## src/gpm_defines.vh

```
/*
 * Constants for the graphics power management capability block:
 * configuration offsets, fixed field values, reset values and the
 * power state encodings.
 * Assumes configuration offsets are byte addresses of an 8-bit space.
 */
`ifndef GPM_DEFINES_VH
`define GPM_DEFINES_VH

// Header locations (byte offsets; the status word sits at 06h inside dword 04h)
`define GPM_OFF_CMD_STATUS   8'h04
`define GPM_OFF_STATUS       8'h06
`define GPM_OFF_FIRST_CAP    8'h34

// Capabilities flag: bit 4 of the status word, which sits in lanes 3:2
`define GPM_STATUS_CAPS_BIT  4
`define GPM_STATUS_LANE_BIT  16

// First-capability offset default, low two bits forced to zero
`define GPM_FIRST_CAP_RST    8'h50
`define GPM_CAP_ALIGN_MASK   8'hFC

// Offsets inside the capability item
`define GPM_ITEM_TYPE        8'h00
`define GPM_ITEM_NEXT        8'h01
`define GPM_ITEM_CAPS        8'h02
`define GPM_ITEM_CTRL        8'h04
`define GPM_ITEM_RSVD        8'h06

// Fixed read-only contents of the capability item
`define GPM_TYPE_CODE        8'h01
`define GPM_NEXT_OFFSET      8'h80
`define GPM_CAPS_WORD        16'h3E21

// Control/status word layout and reset value
`define GPM_PS_MSB           1
`define GPM_PS_LSB           0
`define GPM_PS_RST           2'h0
`define GPM_CLK_MSB          15
`define GPM_CLK_LSB          2
`define GPM_CLK_W            14

// Power state encodings
`define GPM_PS_D0            2'h0
`define GPM_PS_D1            2'h1
`define GPM_PS_D2            2'h2
`define GPM_PS_D3            2'h3

// Decoded register classes
`define GPM_DEC_NONE         3'h0
`define GPM_DEC_STATUS       3'h1
`define GPM_DEC_FIRST_CAP    3'h2
`define GPM_DEC_ITEM_ID      3'h3
`define GPM_DEC_ITEM_CTRL    3'h4

`endif

```

## src/gpm_sync.v

```verilog
/*
 * Three-stage input synchroniser with agreement filter.
 * Assumes inputs are asynchronous to clk_i; an output bit follows
 * once the second and third stages agree.
 */
`timescale 1ns/10ps
module gpm_sync
#(
	parameter WIDTH = 1
)
(
	input  wire             clk_i,
	input  wire             rst_i,
	input  wire [WIDTH-1:0] async_i,
	output reg  [WIDTH-1:0] sync_o
);

	reg [WIDTH-1:0] stage1_r;
	reg [WIDTH-1:0] stage2_r;
	reg [WIDTH-1:0] stage3_r;

	genvar g;

	// First stage feeds only the second stage to keep metastability contained
	generate
		for (g = 0; g < WIDTH; g = g + 1)
		begin : g_bit
			always @(posedge clk_i)
			begin
				if (rst_i)
				begin
					stage1_r[g] <= 1'b0;
					stage2_r[g] <= 1'b0;
					stage3_r[g] <= 1'b0;
					sync_o[g]   <= 1'b0;
				end
				else
				begin
					stage1_r[g] <= async_i[g];
					stage2_r[g] <= stage1_r[g];
					stage3_r[g] <= stage2_r[g];
					if (stage2_r[g] == stage3_r[g])
						sync_o[g] <= stage3_r[g];
				end
			end
		end
	endgenerate

endmodule

```

## src/gpm_caps.v

```verilog
/*
 * Configuration register logic for the graphics power management
 * capability: status capabilities flag, first-capability offset,
 * the capability item and the power state controls it drives.
 * Assumes a single-clock configuration port from the host interface
 * unit, one request at a time, each request a one-cycle pulse.
 * Clock tree status and the link stop pin come from other domains
 * and are synchronised here; the stop permit source is on this clock.
 */
// What this block does
// - Status capabilities bit reads one, low bits zero
// - First-capability offset reads 50h, dword aligned
// - Power capability is first, type code 01h
// - Item layout: type, next, caps, control, reserved
// - Byte, word and dword accesses all accepted
// - Reserved writes complete, data discarded
// - Reserved or unmapped reads complete with zero
// - Power state field resets to D0
// - D1 turns display off, keeps DRAM access
// - D2 stops display, engines, frame buffer access
// - D3 leaves only the host interface alive
// - Control bits 15:2 report clock tree status
// - Item offsets decoded from its base pointer
// - D1 keeps configuration, state and memory
// - D3 hot also shuts graphics PLLs
// - Link stop only while permit is driven
// - Next offset reads 80h
// - Capabilities word fixed: PME, D1, D2, init, version
`timescale 1ns/10ps
`include "gpm_defines.vh"

module gpm_caps
(
	input  wire        clk_i,
	input  wire        rst_i,
	input  wire        cfg_req_i,
	input  wire        cfg_we_i,
	input  wire [7:0]  cfg_addr_i,
	input  wire [3:0]  cfg_be_i,
	input  wire [31:0] cfg_wdata_i,
	output reg         cfg_ack_o,
	output reg  [31:0] cfg_rdata_o,
	input  wire [13:0] clk_tree_run_i,
	input  wire        sys_stop_ok_i,
	input  wire        link_stop_n_i,
	output reg  [1:0]  power_state_o,
	output reg         display_en_o,
	output reg         engine_en_o,
	output reg         fb_host_en_o,
	output reg         dram_host_en_o,
	output reg         gfx_pll_en_o,
	output reg         core_pwr_en_o,
	output reg         link_stop_permit_o,
	output reg         link_stop_err_o
);

	// Enable vector bit positions
	localparam EN_DISP = 0;
	localparam EN_ENG  = 1;
	localparam EN_FB   = 2;
	localparam EN_DRAM = 3;
	localparam EN_PLL  = 4;
	localparam EN_CORE = 5;

	// Capability base; read-only so it stays at its aligned default
	wire [7:0]  cap_base;
	// Synchronised clock tree status and link stop activity
	wire [14:0] sync_out;
	wire [13:0] clk_status;
	wire        link_stop_act;

	reg  [1:0]  power_state_r;
	reg  [1:0]  power_state_nxt;
	reg  [2:0]  rd_class;
	reg  [2:0]  wr_class;
	reg  [31:0] rd_word;
	reg  [31:0] rd_masked;
	reg  [5:0]  enables;

	// Masking keeps the base dword aligned even if the default were edited
	assign cap_base = `GPM_FIRST_CAP_RST & `GPM_CAP_ALIGN_MASK;

	// Address decode shared by the read and write paths; the item is
	// located relative to its base so moving the pointer moves the item
	function [2:0] gpm_decode;
		input [7:0] addr;
		input [7:0] base;
		reg   [7:0] dw;
		reg   [7:0] rel;
		begin
			dw  = addr & `GPM_CAP_ALIGN_MASK;
			rel = dw - base;
			// Header dwords are matched first, so the item can never shadow them
			if (dw == `GPM_OFF_CMD_STATUS)
				gpm_decode = `GPM_DEC_STATUS;
			else if (dw == `GPM_OFF_FIRST_CAP)
				gpm_decode = `GPM_DEC_FIRST_CAP;
			else if (rel == `GPM_ITEM_TYPE)
				gpm_decode = `GPM_DEC_ITEM_ID;
			else if (rel == `GPM_ITEM_CTRL)
				gpm_decode = `GPM_DEC_ITEM_CTRL;
			else
				gpm_decode = `GPM_DEC_NONE;
		end
	endfunction

	// Per-state enables: display, engines, frame buffer, DRAM, PLL, core
	function [5:0] gpm_enables;
		input [1:0] st;
		begin
			case (st)
				`GPM_PS_D0:
					gpm_enables = 6'h3F;
				`GPM_PS_D1:
					gpm_enables = 6'h3E;
				`GPM_PS_D2:
					gpm_enables = 6'h38;
				`GPM_PS_D3:
					gpm_enables = 6'h00;
				default:
					gpm_enables = 6'h3F;
			endcase
		end
	endfunction

	// Clock trees and the link stop pin come from other domains
	gpm_sync
	#(
		.WIDTH (15)
	)
	u_sync
	(
		.clk_i   (clk_i),
		.rst_i   (rst_i),
		.async_i ({~link_stop_n_i, clk_tree_run_i}),
		.sync_o  (sync_out)
	);

	assign clk_status    = sync_out[13:0];
	assign link_stop_act = sync_out[14];

	// Read data assembly for the addressed dword
	always @*
	begin
		rd_class = gpm_decode(cfg_addr_i, cap_base);
		rd_word  = 32'h0000_0000;
		case (rd_class)
			`GPM_DEC_STATUS:
			begin
				// Only the capabilities flag lives here; other status bits and
				// the command word belong to the rest of the header
				rd_word[`GPM_STATUS_LANE_BIT + `GPM_STATUS_CAPS_BIT] = 1'b1;
			end
			`GPM_DEC_FIRST_CAP:
			begin
				rd_word[7:0] = cap_base;
			end
			`GPM_DEC_ITEM_ID:
			begin
				rd_word[7:0]   = `GPM_TYPE_CODE;
				rd_word[15:8]  = `GPM_NEXT_OFFSET;
				rd_word[31:16] = `GPM_CAPS_WORD;
			end
			`GPM_DEC_ITEM_CTRL:
			begin
				rd_word[`GPM_PS_MSB:`GPM_PS_LSB]   = power_state_r;
				rd_word[`GPM_CLK_MSB:`GPM_CLK_LSB] = clk_status;
				// Reserved word at item offset 06h stays zero
				rd_word[31:16] = 16'h0000;
			end
			default:
			begin
				rd_word = 32'h0000_0000;
			end
		endcase
	end

	// Lanes outside the byte enables read zero, so any width works
	always @*
	begin
		rd_masked = rd_word & {{8{cfg_be_i[3]}}, {8{cfg_be_i[2]}},
			{8{cfg_be_i[1]}}, {8{cfg_be_i[0]}}};
	end

	// Write path: only the power state field is writable
	always @*
	begin
		wr_class        = gpm_decode(cfg_addr_i, cap_base);
		power_state_nxt = power_state_r;
		if (cfg_req_i && cfg_we_i && (wr_class == `GPM_DEC_ITEM_CTRL) && cfg_be_i[0])
			power_state_nxt = cfg_wdata_i[`GPM_PS_MSB:`GPM_PS_LSB];
		// Writes to any other dword, or to read-only bits, are dropped
		// while still acknowledged below
	end

	// Power state register
	always @(posedge clk_i)
	begin
		if (rst_i)
			power_state_r <= `GPM_PS_RST;
		else
			power_state_r <= power_state_nxt;
	end

	// Acknowledge every access, mapped or not, one cycle after the request
	always @(posedge clk_i)
	begin
		if (rst_i)
		begin
			cfg_ack_o   <= 1'b0;
			cfg_rdata_o <= 32'h0000_0000;
		end
		else
		begin
			cfg_ack_o <= cfg_req_i;
			if (cfg_req_i && !cfg_we_i)
				cfg_rdata_o <= rd_masked;
			else
				cfg_rdata_o <= 32'h0000_0000;
		end
	end

	// Enables follow the stored state, so they change in the same cycle as the
	// write is acknowledged and never mid-access; the registered outputs follow one cycle later
	always @*
	begin
		enables = gpm_enables(power_state_r);
	end

	// Registered power controls; host interface logic is never gated here
	always @(posedge clk_i)
	begin
		if (rst_i)
		begin
			power_state_o  <= `GPM_PS_RST;
			display_en_o   <= 1'b1;
			engine_en_o    <= 1'b1;
			fb_host_en_o   <= 1'b1;
			dram_host_en_o <= 1'b1;
			gfx_pll_en_o   <= 1'b1;
			core_pwr_en_o  <= 1'b1;
		end
		else
		begin
			power_state_o  <= power_state_r;
			display_en_o   <= enables[EN_DISP];
			engine_en_o    <= enables[EN_ENG];
			fb_host_en_o   <= enables[EN_FB];
			dram_host_en_o <= enables[EN_DRAM];
			gfx_pll_en_o   <= enables[EN_PLL];
			core_pwr_en_o  <= enables[EN_CORE];
		end
	end

	// Link stop permit comes from system power logic on this clock; a
	// stop seen without permit is latched until reset for diagnosis
	always @(posedge clk_i)
	begin
		if (rst_i)
		begin
			link_stop_permit_o <= 1'b0;
			link_stop_err_o    <= 1'b0;
		end
		else
		begin
			link_stop_permit_o <= sys_stop_ok_i;
			if (link_stop_act && !link_stop_permit_o)
				link_stop_err_o <= 1'b1;
		end
	end

endmodule

```

## config.mk

```make
export PLATFORM = sky130hd
export DESIGN_NAME = gpm_caps
export DESIGN_NICKNAME = d
export VERILOG_FILES = /design/src/gpm_sync.v /design/src/gpm_caps.v
export VERILOG_INCLUDE_DIRS = /design/src
export SDC_FILE = /design/constraint.sdc
export NUM_CORES = 1
export LEC_CHECK = 0
export ABC_CLOCK_PERIOD_IN_PS = 1200
export BUFFER_PORTS_ARGS = -buffer_cell sky130_fd_sc_hd__buf_2
export CAP_MARGIN = 20
export CORE_MARGIN = 1
export CORE_UTILIZATION = 40
export DETAILED_ROUTE_END_ITERATION = 7
export HOLD_SLACK_MARGIN = 0.12
export PLACE_DENSITY = 0.67
export SYNTH_ARGS = -nofsm -noshare
export SYNTH_HDL_FRONTEND = slang
export SYNTH_HIERARCHICAL = 1
export SYNTH_SLANG_ARGS = --single-unit
```

## constraint.sdc

```tcl
create_clock -name clk_i -period 1.2 [get_ports clk_i]
set_input_delay 0.06 -clock clk_i [delete_from_list [all_inputs] [get_ports clk_i]]
set_output_delay 0.06 -clock clk_i [all_outputs]
set_load 0.02 [all_outputs]
```

==> results.md <==
- Status: completed
- Sequential share of the synthesized area: 0.635
- Final setup TNS: 0 ns
- WS Path Type: in -> reg
- Clock transition at path regs: 0.08 ns
- Buffers added on ports: 66
- # Max-Cap Violations: 0
- Routability congestion estimate: 0.782
- Drt initial violations: 61
- Multi-input gate area: 893 um^2
- Total number of vias: 1,922
- Critical Path Source Type: primary input
- FMAX: 885 MHz
- H-tree levels: 3
- Slowest stage delay, CP: 0.52 ns
- Worst Path Max Fanout: 7
- Yosys Warn Count: 6
- # clock sinks: 89
- Endpoints failing hold: 0
- Slowest stage cell on the critical path: dlygate4sd3_1
- Slew Viols, Final: 0
- Leakage: 1.56 nW
- Top cell type's share of synthesized area: 0.635
- #FFs+latches synth: 89
- Synth unique cells: 27
- Die area: 7350 um^2
- Post-route insts no fill: 453
- Vias in the first global route: 1,670
- Worst hold margin: 0.0716 ns
- Synth area leaders: dfxtp_1 (64%), nor2b_1 (11%), buf_4 (4.3%)
- Path type of the worst min-delay path: in -> reg
- Clock buffer depth: 2
- CTS root buf: clkbuf_8
- Avg Vias per Cell: 4.24
- First-pass GRT wire length: 7110 um
- CTS buffer count: 9
- Final wirelength: 4470 um
- Worst Path Required: 1.47 ns
- Starting Density: 0.413
- Most frequent cells in the layout: dfxtp_1 (89), buf_2 (66), nor2b_1 (49), dlygate4sd3_1 (28), nand2_1 (19)
- CP startpoint: cfg_be_i[1]
- Synthesis-to-layout area growth: 32.0%
- Die height: 85.7 um
- Yosys top cell by area: dfxtp_1
- Largest net degree at the start of global routing: 68
- Mapped Cells: 257
- PD cells: 1470 nW/um^2
- Fin area: 3700 um^2
- Min Tclk post-route: 1.13 ns
- Hold_sp: cfg_we_i
- Most common cell after layout, fill and taps aside: dfxtp_1
- Clk_lat worst skew: 0.34 ns
- Share of cells above drive strength 1: 0.261
- Final setup fails: 0
- Drt drc: 0
- Crit path DAT: 1.40 ns
- WL/cell: 9.87 um
- Post-DP HPWL: 2750 um
- Mapped Area: 2810 um^2
- CTS tree: done
- Area of the core: 6790 um^2
- RSZ-0062 raised after global routing: false
- Total grt overflow: 0
- Maximum VDD drop: 0.822 mV
- GR Util All Layers: 0.128
- Placed cell area: 3190 um^2
- Ports: 107
- Diodes inserted: 0
- Layout fillers: 604
- CP Capture Type: register
- CP cell instances: dlygate4sd3_1 > buf_2 > nand4bb_4 > nor4_4 > buf_4 > and2_1
- RR Startpoint: gpm_enables.st[0]
- Initial antenna violation count: 0
- Nets: 418
- Dpl cells: 410
- Syn avg cell area: 10.9 um^2
- Post-DRT Antenna Nets: 0
- Final Cycle Share: 0.942
- Die span in x: 85.7 um
- FF+latch area: 1780 um^2
- First-pass DRT Iterations: 6
- Skew final: 0.00640 ns
- Row count: 30
-- area by class of cell --
class	instances	share of cell area
Tap cell	96	0.0324
Clock inverter	5	0.0220
Multi-Input combinational cell	147	0.241
Inverter	5	0.00507
Clock buffer	9	0.0335
Timing Repair Buffer	102	0.185
Sequential cell	89	0.481
-- critical path, delay by kind of cell --
| family | cells | cell delay, ns |
|---|---|---|
| buffers and inverters | 3 | 0.83 |
| AND/OR/NAND/NOR | 3 | 0.51 |
-- worst paths after layout --
path                       endpoint  slack, ns  cells past startpoint
setup / recovery    cfg_rdata_o[13]       0.07                      6
hold / removal      cfg_rdata_o[21]       0.07                      4
setup reg to reg  gpm_enables.st[0]       0.37                      3
hold reg to reg      dram_host_en_o       0.40                      1
-- kinds of logic after synthesis --
| kind of cell | count (synthesis) | share of synthesized area |
|---|---|---|
| and+or+nand+nor | 102 | 0.230 |
| DFF | 89 | 0.635 |
| AOI/OAI and AO/OA | 35 | 0.0642 |
| buffers and inverters | 28 | 0.0616 |
| muxes | 2 | 0.00758 |
| other | 1 | 0.00134 |
-- per-stage QoR --
step	utilization	total power [mW]	worst slack, ns
after floorplan	-	3.25	0.229
after global placement	0.470	3.33	0.0580
after detailed placement	0.470	3.33	0.0608
after CTS	0.543	5.52	0.00824
after global routing	0.545	5.68	0.0218
final	0.545	5.45	0.0700
-- cell usage after synthesis --
cell type	instances
nand4b_4	1
conb_1	1
nand2b_1	2
nor4_4	2
nand4_1	1
and2_1	12
a211oi_1	2
buf_4	16
nand3_1	3
inv_1	5
nor4_1	1
buf_2	6
nand4bb_1	2
a21oi_1	18
mux2i_1	1
nor2b_1	49
clkbuf_1	1
nor4_2	1
mux2_1	1
nand4b_1	1
nor3b_1	1
dfxtp_1	89
o21ai_0	15
nor2_1	4
nor3_1	2
nand2_1	19
and4b_1	1
-- where the power goes --
part | switching [mW] | internal (mW) | leakage, nW | total, mW
Sequential | 0.0204 | 3.02 | 0.725 | 3.04
Combinational | 0.137 | 0.161 | 0.731 | 0.299
Clock | 0.964 | 1.15 | 0.102 | 2.12
Total | 1.12 | 4.33 | 1.56 | 5.45
-- metal layers --
layer | track usage | wire length [um] | vias to the layer above
met5 | 0 | 0 | -
met4 | 0.0788 | 81 | 0
met3 | 0.0433 | 222 | 9
met2 | 0.205 | 2080 | 59
met1 | 0.149 | 2090 | 856
li1 | - | - | 998
-- sequential cells by signal (all words and copies together) (netlist names) --
register and cells:
cfg_rdata_o 19, display_en_o 1, link_stop_err_o 1, u_sync/stage3_r 15
gpm_enables.st 2, u_sync/sync_o 15, cfg_ack_o 1, u_sync/stage2_r 15
dram_host_en_o 1, link_stop_permit_o 1, engine_en_o 1, u_sync/stage1_r 15
power_state_o 2
-- what timing repair did --
item | in CTS | in global routing
gates resized for setup | 0 | 1
endpoints found under the setup margin | 0 | 9
buffers inserted | 0 | 1
hold endpoints to repair | 26 | 3
hold buffers | 29 | 1
Power figures use the tool's default switching activity.
